===== config.mk =====
export PLATFORM = sky130hd
export DESIGN_NAME = hw_window_fetch
export DESIGN_NICKNAME = d
export VERILOG_FILES = /design/src/rtl/win_fetch_pkg.sv /design/src/rtl/hw_window_fetch.sv /design/src/rtl/word_fifo.sv
export SDC_FILE = /design/constraint.sdc
export NUM_CORES = 2
export LEC_CHECK = 0
export BUFFER_PORTS_ARGS = -buffer_cell sky130_fd_sc_hd__buf_4
export CAP_MARGIN = 15
export CORE_ASPECT_RATIO = 1.25
export CORE_UTILIZATION = 40
export DETAILED_ROUTE_END_ITERATION = 8
export SYNTH_ARGS = -nofsm -noshare
export SYNTH_HDL_FRONTEND = slang
export SYNTH_SLANG_ARGS = --single-unit
export TNS_END_PERCENT = 20

===== constraint.sdc =====
create_clock -name clk -period 6.7 [get_ports clk]
set_clock_uncertainty 0.1 [all_clocks]
set_input_delay 0.67 -clock clk [delete_from_list [all_inputs] [get_ports clk]]
set_output_delay 0.67 -clock clk [all_outputs]
set_load 0.05 [all_outputs]

===== src/rtl/win_fetch_pkg.sv =====
// Constants, carrier types and summary of the hardware window video fetch.
// Summary of operation
// - Memory fetched and shifted as 16-bit plane words
// - No window: one transfer per scan line
// - Window line: transfers at left and right edge
// - Transfer beat reports first valid bit position
// - Each byte beat reports its valid bit count
// - Window transfer reports first bit, then counts
// - Window is rectangle, any size, bit position
// - Window shows real image, memory left untouched
// - All four planes replaced inside the window
// - Real origin equal apparent origin: no window
// - Twelve address bits; low four X bits unused
// - Bit or nibble wide memory handled identically
// - Glyph row straddling word needs two writes
package win_fetch_pkg;

  localparam int WORD_W = 16;
  localparam int BYTE_W = 8;
  localparam int NPLANES = 4;
  localparam int COORD_W = 12;
  localparam int LEN_W = 13;
  localparam int BITPOS_W = 4;
  localparam int INFO_W = 4;
  localparam int TAKE_W = 5;
  localparam int COL_W = COORD_W - BITPOS_W;
  localparam int FIFO_DEPTH = 32;
  localparam int NSEG = 3;

  localparam logic [TAKE_W-1:0] WORD_BITS = 5'h10;
  localparam logic [TAKE_W-1:0] BYTE_BITS = 5'h08;
  localparam logic [TAKE_W-1:0] HI_BYTE_BASE = 5'h00;
  localparam logic [TAKE_W-1:0] LO_BYTE_BASE = 5'h08;
  localparam logic [1:0] SEG_LEFT = 2'h0;
  localparam logic [1:0] SEG_WIN = 2'h1;
  localparam logic [1:0] SEG_RIGHT = 2'h2;
  localparam logic [1:0] PH_XFER = 2'h0;
  localparam logic [1:0] PH_HI = 2'h1;
  localparam logic [1:0] PH_LO = 2'h2;

  // Window and screen setup, all coordinates in display memory pixels.
  typedef struct packed {
    logic [COORD_W-1:0] scr_x0;
    logic [COORD_W-1:0] scr_y0;
    logic [LEN_W-1:0] line_w;
    logic [COORD_W-1:0] app_x;
    logic [COORD_W-1:0] app_y;
    logic [LEN_W-1:0] win_w;
    logic [LEN_W-1:0] win_h;
    logic [COORD_W-1:0] real_x;
    logic [COORD_W-1:0] real_y;
  } win_cfg_t;

  // One fetched word of all planes with its side-band information.
  typedef struct packed {
    logic [NPLANES-1:0][WORD_W-1:0] word;
    logic xfer;
    logic [BITPOS_W-1:0] first_bit;
    logic [INFO_W-1:0] cnt_hi;
    logic [INFO_W-1:0] cnt_lo;
  } fetch_entry_t;

  // Commands to the video memory.
  typedef struct packed {
    logic xfer;
    logic shift;
    logic [COORD_W-1:0] row;
    logic [COL_W-1:0] col;
  } vram_cmd_t;

  // One beat towards the external assembler.
  typedef struct packed {
    logic valid;
    logic xfer;
    logic [INFO_W-1:0] info;
    logic [NPLANES-1:0][BYTE_W-1:0] bytes;
  } asm_beat_t;

  typedef enum logic [2:0] {
    ST_IDLE = 3'h1,
    ST_PLAN = 3'h2,
    ST_SHIFT = 3'h4
  } fetch_st_t;

endpackage


===== src/rtl/hw_window_fetch.sv =====
// Hardware window video fetch scheduler with side-band pixel information.
`timescale 1ns/1ps
module hw_window_fetch #(
  parameter int DEPTH = win_fetch_pkg::FIFO_DEPTH
) (
  input wire logic clk,
  input wire logic rstn,
  input wire logic ce,
  input wire logic frame_start_event,
  input wire logic line_start,
  input wire win_fetch_pkg::win_cfg_t win_cfg,
  input wire logic [win_fetch_pkg::NPLANES-1:0][15:0] ser_word,
  input wire logic asm_ready,
  input wire logic glyph_req,
  input wire logic [win_fetch_pkg::COORD_W-1:0] glyph_x,
  input wire logic [win_fetch_pkg::TAKE_W-1:0] glyph_width,
  output logic vram_xfer,
  output logic vram_shift,
  output logic [win_fetch_pkg::COORD_W-1:0] vram_row,
  output logic [win_fetch_pkg::COL_W-1:0] vram_col,
  output logic asm_valid,
  output logic asm_xfer,
  output logic [win_fetch_pkg::INFO_W-1:0] video_fetch_info_lines,
  output logic [win_fetch_pkg::NPLANES-1:0][7:0] asm_bytes,
  output logic fetch_busy,
  output logic glyph_done,
  output logic glyph_two_writes
);

  // Width of one FIFO word: all planes plus side-band information.
  localparam int EW = $bits(win_fetch_pkg::fetch_entry_t);

  typedef struct packed {
    win_fetch_pkg::fetch_st_t st;
    win_fetch_pkg::win_cfg_t cfg;
    logic [win_fetch_pkg::COORD_W-1:0] line;
    logic [win_fetch_pkg::COORD_W-1:0] line_y;
    logic [1:0] seg;
    logic [win_fetch_pkg::COORD_W-1:0] cur_x;
    logic [win_fetch_pkg::LEN_W-1:0] rem;
    logic first;
    logic pend;
    win_fetch_pkg::vram_cmd_t vram;
    logic have;
    logic [1:0] ph;
    win_fetch_pkg::fetch_entry_t ent;
    win_fetch_pkg::asm_beat_t beat;
    logic glyph_done;
    logic glyph_two;
    logic busy;
  } top_st_t;

  top_st_t q;
  top_st_t d;

  // Handshake and data between the fetch side, the FIFO and the holder.
  logic fifo_in_ready;
  logic fifo_out_valid;
  logic fifo_out_ready;
  logic fifo_push;
  win_fetch_pkg::fetch_entry_t push_ent;
  logic [EW-1:0] fifo_out_raw;
  win_fetch_pkg::fetch_entry_t fifo_out;

  // Valid bits of one byte: overlap of the used span with the byte.
  function automatic logic [win_fetch_pkg::INFO_W-1:0] byte_cnt(
    input logic [win_fetch_pkg::TAKE_W-1:0] s,
    input logic [win_fetch_pkg::TAKE_W-1:0] take,
    input logic [win_fetch_pkg::TAKE_W-1:0] base
  );
    logic [win_fetch_pkg::TAKE_W:0] lo;
    logic [win_fetch_pkg::TAKE_W:0] hi;
    logic [win_fetch_pkg::TAKE_W:0] e;
    logic [win_fetch_pkg::TAKE_W:0] be;
    lo = {1'b0, s};
    e = {1'b0, s} + {1'b0, take};
    be = {1'b0, base} + {1'b0, win_fetch_pkg::BYTE_BITS};
    hi = (e < be) ? e : be;
    if ({1'b0, base} > lo) begin
      lo = {1'b0, base};
    end
    byte_cnt = (hi > lo) ? win_fetch_pkg::INFO_W'(hi - lo) : '0;
  endfunction

  // Column address: word part of X only, low bit-position bits dropped.
  function automatic logic [win_fetch_pkg::COL_W-1:0] word_col(
    input logic [win_fetch_pkg::COORD_W-1:0] x
  );
    word_col = x[win_fetch_pkg::COORD_W-1:win_fetch_pkg::BITPOS_W];
  endfunction

  ////////////////////////////////////////////////////////////////////////////
  // Segment planning for the current scan line.

  // Row offset into the window and bounds of the segment being planned.
  logic [win_fetch_pkg::COORD_W-1:0] dy;
  logic win_row;
  logic [win_fetch_pkg::LEN_W-1:0] seg_len;
  logic [win_fetch_pkg::COORD_W-1:0] seg_x;
  logic [win_fetch_pkg::COORD_W-1:0] seg_y;
  logic [win_fetch_pkg::COORD_W-1:0] right_x;

  // Window rows and segment bounds derived from the latched setup.
  always_comb begin
    dy = q.line_y - q.cfg.app_y;
    right_x = q.cfg.app_x + q.cfg.win_w[win_fetch_pkg::COORD_W-1:0];
    win_row = ({1'b0, dy} < q.cfg.win_h) && (q.cfg.win_w != '0) &&
              !((q.cfg.real_x == q.cfg.app_x) &&
                (q.cfg.real_y == q.cfg.app_y));
    seg_x = q.cfg.scr_x0;
    seg_y = q.line_y;
    seg_len = '0;
    if (!win_row) begin
      if (q.seg == win_fetch_pkg::SEG_LEFT) begin
        seg_len = q.cfg.line_w;
      end
    end else begin
      case (q.seg)
        win_fetch_pkg::SEG_LEFT: begin
          seg_len = win_fetch_pkg::LEN_W'(q.cfg.app_x - q.cfg.scr_x0);
        end
        win_fetch_pkg::SEG_WIN: begin
          seg_x = q.cfg.real_x;
          seg_y = q.cfg.real_y + dy;
          seg_len = q.cfg.win_w;
        end
        win_fetch_pkg::SEG_RIGHT: begin
          seg_x = right_x;
          seg_len = q.cfg.line_w -
                    win_fetch_pkg::LEN_W'(right_x - q.cfg.scr_x0);
        end
        default: begin
          seg_len = '0;
        end
      endcase
    end
  end

  ////////////////////////////////////////////////////////////////////////////
  // Word split: bits of the current word that belong to the segment.

  // Start bit, free bits and used bits of the word now being shifted.
  logic [win_fetch_pkg::TAKE_W-1:0] s5;
  logic [win_fetch_pkg::TAKE_W-1:0] room;
  logic [win_fetch_pkg::TAKE_W-1:0] take;
  logic [win_fetch_pkg::LEN_W-1:0] rem_next;

  always_comb begin
    s5 = {1'b0, q.cur_x[win_fetch_pkg::BITPOS_W-1:0]};
    room = win_fetch_pkg::WORD_BITS - s5;
    take = (q.rem < win_fetch_pkg::LEN_W'(room)) ?
           q.rem[win_fetch_pkg::TAKE_W-1:0] : room;
    rem_next = q.rem - win_fetch_pkg::LEN_W'(take);
  end

  // Entry written into the FIFO for the word just shifted out.
  always_comb begin
    push_ent.word = ser_word;
    push_ent.xfer = q.first;
    push_ent.first_bit = q.cur_x[win_fetch_pkg::BITPOS_W-1:0];
    push_ent.cnt_hi = byte_cnt(s5, take, win_fetch_pkg::HI_BYTE_BASE);
    push_ent.cnt_lo = byte_cnt(s5, take, win_fetch_pkg::LO_BYTE_BASE);
  end

  // Push in the same cycle as the shift pulse; the holder pops whenever it is empty.
  assign fifo_push = (q.st == win_fetch_pkg::ST_SHIFT) && q.pend;
  assign fifo_out_ready = !q.have;
  assign fifo_out = win_fetch_pkg::fetch_entry_t'(fifo_out_raw);

  ////////////////////////////////////////////////////////////////////////////
  // Next state of the whole block.

  always_comb begin
    d = q;
    d.vram.xfer = 1'b0;
    d.vram.shift = 1'b0;
    d.glyph_done = 1'b0;

    if (glyph_req) begin
      d.glyph_done = 1'b1;
      d.glyph_two = ({1'b0, glyph_x[win_fetch_pkg::BITPOS_W-1:0]} +
                     {1'b0, glyph_width}) > {1'b0, win_fetch_pkg::WORD_BITS};
    end

    case (q.st)
      win_fetch_pkg::ST_IDLE: begin
        // A frame start wins over a line start in the same cycle.
        // setup taken at frame start
        if (frame_start_event) begin
          d.cfg = win_cfg;
          d.line = '0;
        end else if (line_start) begin
          d.line_y = q.cfg.scr_y0 + q.line;
          d.line = q.line + 1'b1;
          d.seg = win_fetch_pkg::SEG_LEFT;
          d.st = win_fetch_pkg::ST_PLAN;
        end
      end
      win_fetch_pkg::ST_PLAN: begin
        if (seg_len != '0) begin
          d.vram.xfer = 1'b1;
          d.vram.row = seg_y;
          d.vram.col = word_col(seg_x);
          d.cur_x = seg_x;
          d.rem = seg_len;
          d.first = 1'b1;
          d.pend = 1'b0;
          d.st = win_fetch_pkg::ST_SHIFT;
        end else if (q.seg == win_fetch_pkg::SEG_RIGHT) begin
          // Empty segments are skipped at one cycle each.
          d.st = win_fetch_pkg::ST_IDLE;
        end else begin
          d.seg = q.seg + 1'b1;
        end
      end
      win_fetch_pkg::ST_SHIFT: begin
        // The serial word stands only around the shift, so push then.
        if (q.pend) begin
          d.pend = 1'b0;
          d.first = 1'b0;
          d.cur_x = q.cur_x + win_fetch_pkg::COORD_W'(take);
          d.rem = rem_next;
          if (rem_next == '0) begin
            if (q.seg == win_fetch_pkg::SEG_RIGHT) begin
              d.st = win_fetch_pkg::ST_IDLE;
            end else begin
              d.seg = q.seg + 1'b1;
              d.st = win_fetch_pkg::ST_PLAN;
            end
          end
        end else if (fifo_in_ready) begin
          // Shift only with FIFO room, so the next push cannot be lost.
          d.vram.shift = 1'b1;
          d.pend = 1'b1;
        end
      end
      default: begin
        d.st = win_fetch_pkg::ST_IDLE;
      end
    endcase

    // Entry holder pulls from the FIFO whenever it is empty.
    // Refilling takes a cycle, so each word leaves a one-cycle beat gap.
    if (!q.have && fifo_out_valid) begin
      d.have = 1'b1;
      d.ent = fifo_out;
      d.ph = fifo_out.xfer ? win_fetch_pkg::PH_XFER : win_fetch_pkg::PH_HI;
    end

    // Beat stage: a new beat loads when the previous one is taken.
    if (!q.beat.valid || asm_ready) begin
      d.beat.valid = 1'b0;
      if (q.have) begin
        d.beat.valid = 1'b1;
        d.beat.xfer = 1'b0;
        d.beat.bytes = '0;
        case (q.ph)
          win_fetch_pkg::PH_XFER: begin
            d.beat.xfer = 1'b1;
            d.beat.info = q.ent.first_bit;
            d.ph = win_fetch_pkg::PH_HI;
          end
          win_fetch_pkg::PH_HI: begin
            d.beat.info = q.ent.cnt_hi;
            for (int p = 0; p < win_fetch_pkg::NPLANES; p++) begin
              d.beat.bytes[p] =
                q.ent.word[p][win_fetch_pkg::WORD_W-1:win_fetch_pkg::BYTE_W];
            end
            d.ph = win_fetch_pkg::PH_LO;
          end
          default: begin
            d.beat.info = q.ent.cnt_lo;
            for (int p = 0; p < win_fetch_pkg::NPLANES; p++) begin
              d.beat.bytes[p] = q.ent.word[p][win_fetch_pkg::BYTE_W-1:0];
            end
            d.have = 1'b0;
          end
        endcase
      end
    end

    // Busy is registered so that the port comes straight from a flop.
    d.busy = (d.st != win_fetch_pkg::ST_IDLE);
  end

  // Whole block state, frozen while the clock enable is low.
  always_ff @(posedge clk or negedge rstn) begin
    if (!rstn) begin
      q <= '0;
      q.st <= win_fetch_pkg::ST_IDLE;
    end else if (ce) begin
      q <= d;
    end
  end

  ////////////////////////////////////////////////////////////////////////////
  // Look-ahead word buffer between fetch and assembler beats.

  word_fifo #(
    .W(EW),
    .DEPTH(DEPTH)
  ) word_fifo_i (
    .clk(clk),
    .rstn(rstn),
    .ce(ce),
    .in_valid(fifo_push),
    .in_ready(fifo_in_ready),
    .in_data(push_ent),
    .out_valid(fifo_out_valid),
    .out_ready(fifo_out_ready),
    .out_data(fifo_out_raw)
  );

  // Every port is read straight from the registered state.
  // plain 8 data bits per plane
  assign vram_xfer = q.vram.xfer;
  assign vram_shift = q.vram.shift;
  assign vram_row = q.vram.row;
  assign vram_col = q.vram.col;
  assign asm_valid = q.beat.valid;
  assign asm_xfer = q.beat.xfer;
  assign video_fetch_info_lines = q.beat.info;
  assign asm_bytes = q.beat.bytes;
  assign fetch_busy = q.busy;
  assign glyph_done = q.glyph_done;
  assign glyph_two_writes = q.glyph_two;

endmodule


===== src/rtl/word_fifo.sv =====
// Synchronous flip-flop FIFO with valid and ready on both sides.
`timescale 1ns/1ps
module word_fifo #(
  parameter int W = 8,
  parameter int DEPTH = 32
) (
  input wire logic clk,
  input wire logic rstn,
  input wire logic ce,
  input wire logic in_valid,
  output logic in_ready,
  input wire logic [W-1:0] in_data,
  output logic out_valid,
  input wire logic out_ready,
  output logic [W-1:0] out_data
);

  localparam int AW = $clog2(DEPTH);

  typedef struct packed {
    logic [DEPTH-1:0][W-1:0] mem;
    logic [AW-1:0] wp;
    logic [AW-1:0] rp;
    logic [AW:0] cnt;
  } fifo_st_t;

  fifo_st_t q;
  fifo_st_t d;
  logic push;
  logic pop;

  // Flags come straight from the occupancy count.
  assign in_ready = (q.cnt != (AW+1)'(DEPTH));
  assign out_valid = (q.cnt != '0);
  assign out_data = q.mem[q.rp];
  assign push = in_valid && in_ready;
  assign pop = out_valid && out_ready;

  // Pointer and count update; a simultaneous push and pop keeps the count.
  always_comb begin
    d = q;
    if (push) begin
      d.mem[q.wp] = in_data;
      d.wp = (q.wp == AW'(DEPTH - 1)) ? '0 : q.wp + 1'b1;
    end
    if (pop) begin
      d.rp = (q.rp == AW'(DEPTH - 1)) ? '0 : q.rp + 1'b1;
    end
    if (push && !pop) begin
      d.cnt = q.cnt + 1'b1;
    end else if (pop && !push) begin
      d.cnt = q.cnt - 1'b1;
    end
  end

  // State register, frozen while the clock enable is low.
  always_ff @(posedge clk or negedge rstn) begin
    if (!rstn) begin
      q <= '0;
    end else if (ce) begin
      q <= d;
    end
  end

endmodule


==> results.py <==
metrics = {
    "synth": {
        "synth_top_area_share": 0.542,
        "yosys-top-cells-count": "dfrtp_1 (2780), mux2_2 (2205), mux4_2 (770)",
        "ys_seq_area_frac": 0.542,
        "syn_nets": 9181,
        "yosys.area.top_type": "dfrtp_1",
        "yosysMostFrequentCell": "dfrtp_1",
        "postSynthAreaPerCell_um2": 14.5,
        "synth_edf_count": 0,
        "netlist_area_um2": 128000,
        "ys_seq_elements": 2781,
        "syn_inst": 8836,
        "async_reset_ff_frac": 1.00,
        "ys.flop_type": "dfrtp_1",
        "synth_area_leaders": "dfrtp_1 (54%), mux2_2 (19%), mux4_2 (14%)",
        "synth_warnings": 0,
        "ys_types": 82,
    },
    "final_layout": {
        "finalNonFillerCells": 13200,
        "multiInputGateArea_um2": 55300,
        "final_util": 0.453,
        "nets": 9150,
        "n_fill_cell": 28000,
        "drive_gt1_frac": 0.431,
        "regArea_um2": 69600,
        "area_growth_pct": 12.7,
    },
    "detailed_routing": {
        "firstDrtPassIters": 5,
        "drt_iter0_markers": 5456,
        "route.detailed.drc": 0,
        "final_antenna_net_count": 0,
        "vias": 75600,
        "wire_per_inst_um": 27.0,
        "wirelength_mm": 357,
        "via_per_inst": 5.71,
    },
    "floorplanning": {
        "io_pins": 262,
        "die_area_um2": 323000,
        "fp.dieW_um": 509,
        "start_util": 0.402,
        "fp.dieH_um": 635,
        "rows": 232,
        "fp.coreArea_um2": 319000,
    },
    "clock_network": {
        "clock_path_buffers": 4,
        "cts_buffers": 285,
        "htree_levels": 5,
        "clkSlewWorstSetupHoldPaths_ps": 60,
        "clkLatencyLatePin_ps": 870,
        "postCtsResizedCells": 0,
        "cts_root_buf": "clkbuf_16",
        "cts.sinks": 2781,
        "post_cts_buffers": 0,
        "cts_tree": "done",
    },
    "run": {
        "cap_violations": 0,
    },
    "sta": {
        "setup_ws_ps": 489,
        "setup_tns_ps": 0,
        "fmax_mhz": 161,
        "setup_viol": 0,
        "tightestPinTransition_ps": 1220,
        "finalMaxSlewViolations": 0,
        "fin_crit_ps": 6210,
        "relSlewSlack": 0.182,
        "rsz0062_at_grt": "no",
        "hold_viol_final": 0,
        "min_period_over_period": 0.927,
    },
    "power_and_ir_drop": {
        "powerDensity_nw_per_um2": 353,
        "leakagePower_uw": 0.0698,
        "vdd_ir_drop_max_uv": 735,
        "total_power_uw": 51100,
    },
    "place": {
        "pre_cts_ws_ps": 553,
        "gp_congestion": 0.825,
        "dp_cells": 12600,
        "numPortBuffers": 253,
        "hpwl_mm": 199,
    },
    "worst_setup_path": {
        "crit_required_ps": 7320,
        "cp_top_family": "compound AO/OA/AOI/OAI gates",
        "critPathMaxFanout": 8,
        "max_stage_delay_ps": 460,
        "critPathArrivalTime_ps": 6830,
        "critPathCaptureType": "register",
        "startpoint_type": "register",
        "path_cells": "ha_1, a21o_1, a211oi_1, nor2_1, or4_1, a41oi_1, xor2_1, fa_1, ha_1, a21o_1, a21o_1, a211o_1, a2111o_1, nand4_1, nor2_1, a31oi_1, nor4bb_2, buf_4, o21ai_2, buf_4, mux2_2",
        "cp_common_cell": "a21o_1",
        "path_class": "reg -> reg",
        "critPathSlowestCell": "dfrtp_1",
        "critPathBufInv": 2,
    },
    "hold_path": {
        "hold_path.class": "in -> reg",
    },
    "run_status": {
        "outcome": "finished clean",
    },
    "grt": {
        "grt_usage": 0.222,
        "grt_pass1_wl_mm": 539,
        "grt-ovfl-total": 0,
        "antenna_found_initial": 21,
        "grt_max_degree": 188,
        "grt_pass1_vias": 81100,
    },
}
## stage by stage
| stage | area, um2 | hold slack [ps] |
|---|---|---|
| after floorplan | 128000 | 274 |
| after global placement | 134000 | 356 |
| after detailed placement | 134000 | 364 |
| after CTS | 145000 | 1.68 |
| after global routing | 145000 | 60.3 |
| final | 145000 | 62.4 |
## layout by cell type (no fill, tap or decap), drive strengths merged, types with 19 or more instances in the layout
cell type       n
nor3           26
nand2b         23
dlygate4sd3   114
ha            123
dfrtp        2780
a21o           34
inv           108
mux2         2216
a21oi          74
clkbuf        417
a221oi         40
nor2          128
nand3          25
mux2i         102
xnor2          64
buf           418
and3           23
o21ai         596
nand2         608
fa             23
mux4          770
clkinv         41
bufinv         19
xor2           39
## layer usage
layer | GRT usage | wire [um]
met5 | 0 | 126
met4 | 0.0701 | 11500
met3 | 0.0295 | 14600
met2 | 0.381 | 181000
met1 | 0.289 | 149000
## flip-flops by register name, indices dropped and copies added, names as in the netlist
| name | count |
|---|---|
| asm_bytes | 32 |
| asm_valid | 1 |
| asm_xfer | 1 |
| fetch_busy | 1 |
| glyph_done | 1 |
| glyph_two_writes | 1 |
| push_ent | 5 |
| q | 233 |
| video_fetch_info_lines | 4 |
| vram_col | 8 |
| vram_row | 12 |
| vram_shift | 1 |
| vram_xfer | 1 |
| word_fifo_i.q | 2480 |
## report_power, final
group          internal, uW  switching (uW)  leakage [uW]  total [uW]
sequential            17400            1110        0.0384       18600
combinational          6340           10100        0.0268       16500
clock                  9400            6730       0.00459       16100
total                 33200           18000        0.0698       51100
## cell families (layout without fill, tap and decap cells)
family	after synthesis	after routing	synth area share
other cells	1	7	0.0000292
flops	2781	2781	0.542
simple gates	918	918	0.0303
buf+inv	948	1123	0.0297
mux	3088	3088	0.338
fa+ha+maj	147	147	0.0156
xor+xnor	103	103	0.00703
compound gates	850	850	0.0377
## final cells by class
type,count,share of cell area
Clock buffer,416,0.0578
Tap cell,4212,0.0364
Antenna cell,6,0.000104
Multi-Input combinational cell,5107,0.382
Inverter,97,0.00252
Timing Repair Buffer,533,0.0335
Sequential cell,2781,0.481
Clock inverter,77,0.00652
## worst register-to-register path, cell delays in order, from the launching register on
cell	delay, ps
dfrtp_1	460
ha_1	300
a21o_1	200
a211oi_1	260
nor2_1	110
or4_1	460
a41oi_1	380
xor2_1	270
fa_1	460
ha_1	360
a21o_1	210
a21o_1	180
a211o_1	290
a2111o_1	370
nand4_1	150
nor2_1	70
a31oi_1	260
nor4bb_2	110
buf_4	180
o21ai_2	320
buf_4	260
mux2_2	350
## final timing paths
path,slack (ps),start,depth (start not counted),endpoint
hold / removal,60,asm_ready,3,asm_valid
hold reg to reg,370,word_fifo_i.q[484],2,word_fifo_i.q[484]
min in group asynchronous,350,rstn,2,word_fifo_i.q[43]
setup reg to reg,490,q[259],21,q[147]
max in group asynchronous,4000,rstn,4,word_fifo_i.q[395]
setup / recovery,490,q[259],21,q[147]
## timing repair
action / 4_1_cts / 5_1_grt
endpoints found under the setup margin: 0 / 0
endpoints found under the hold margin: 225 / 0
hold buffers: 114 / 0
Note: power is estimated with default switching activity, not from simulation.
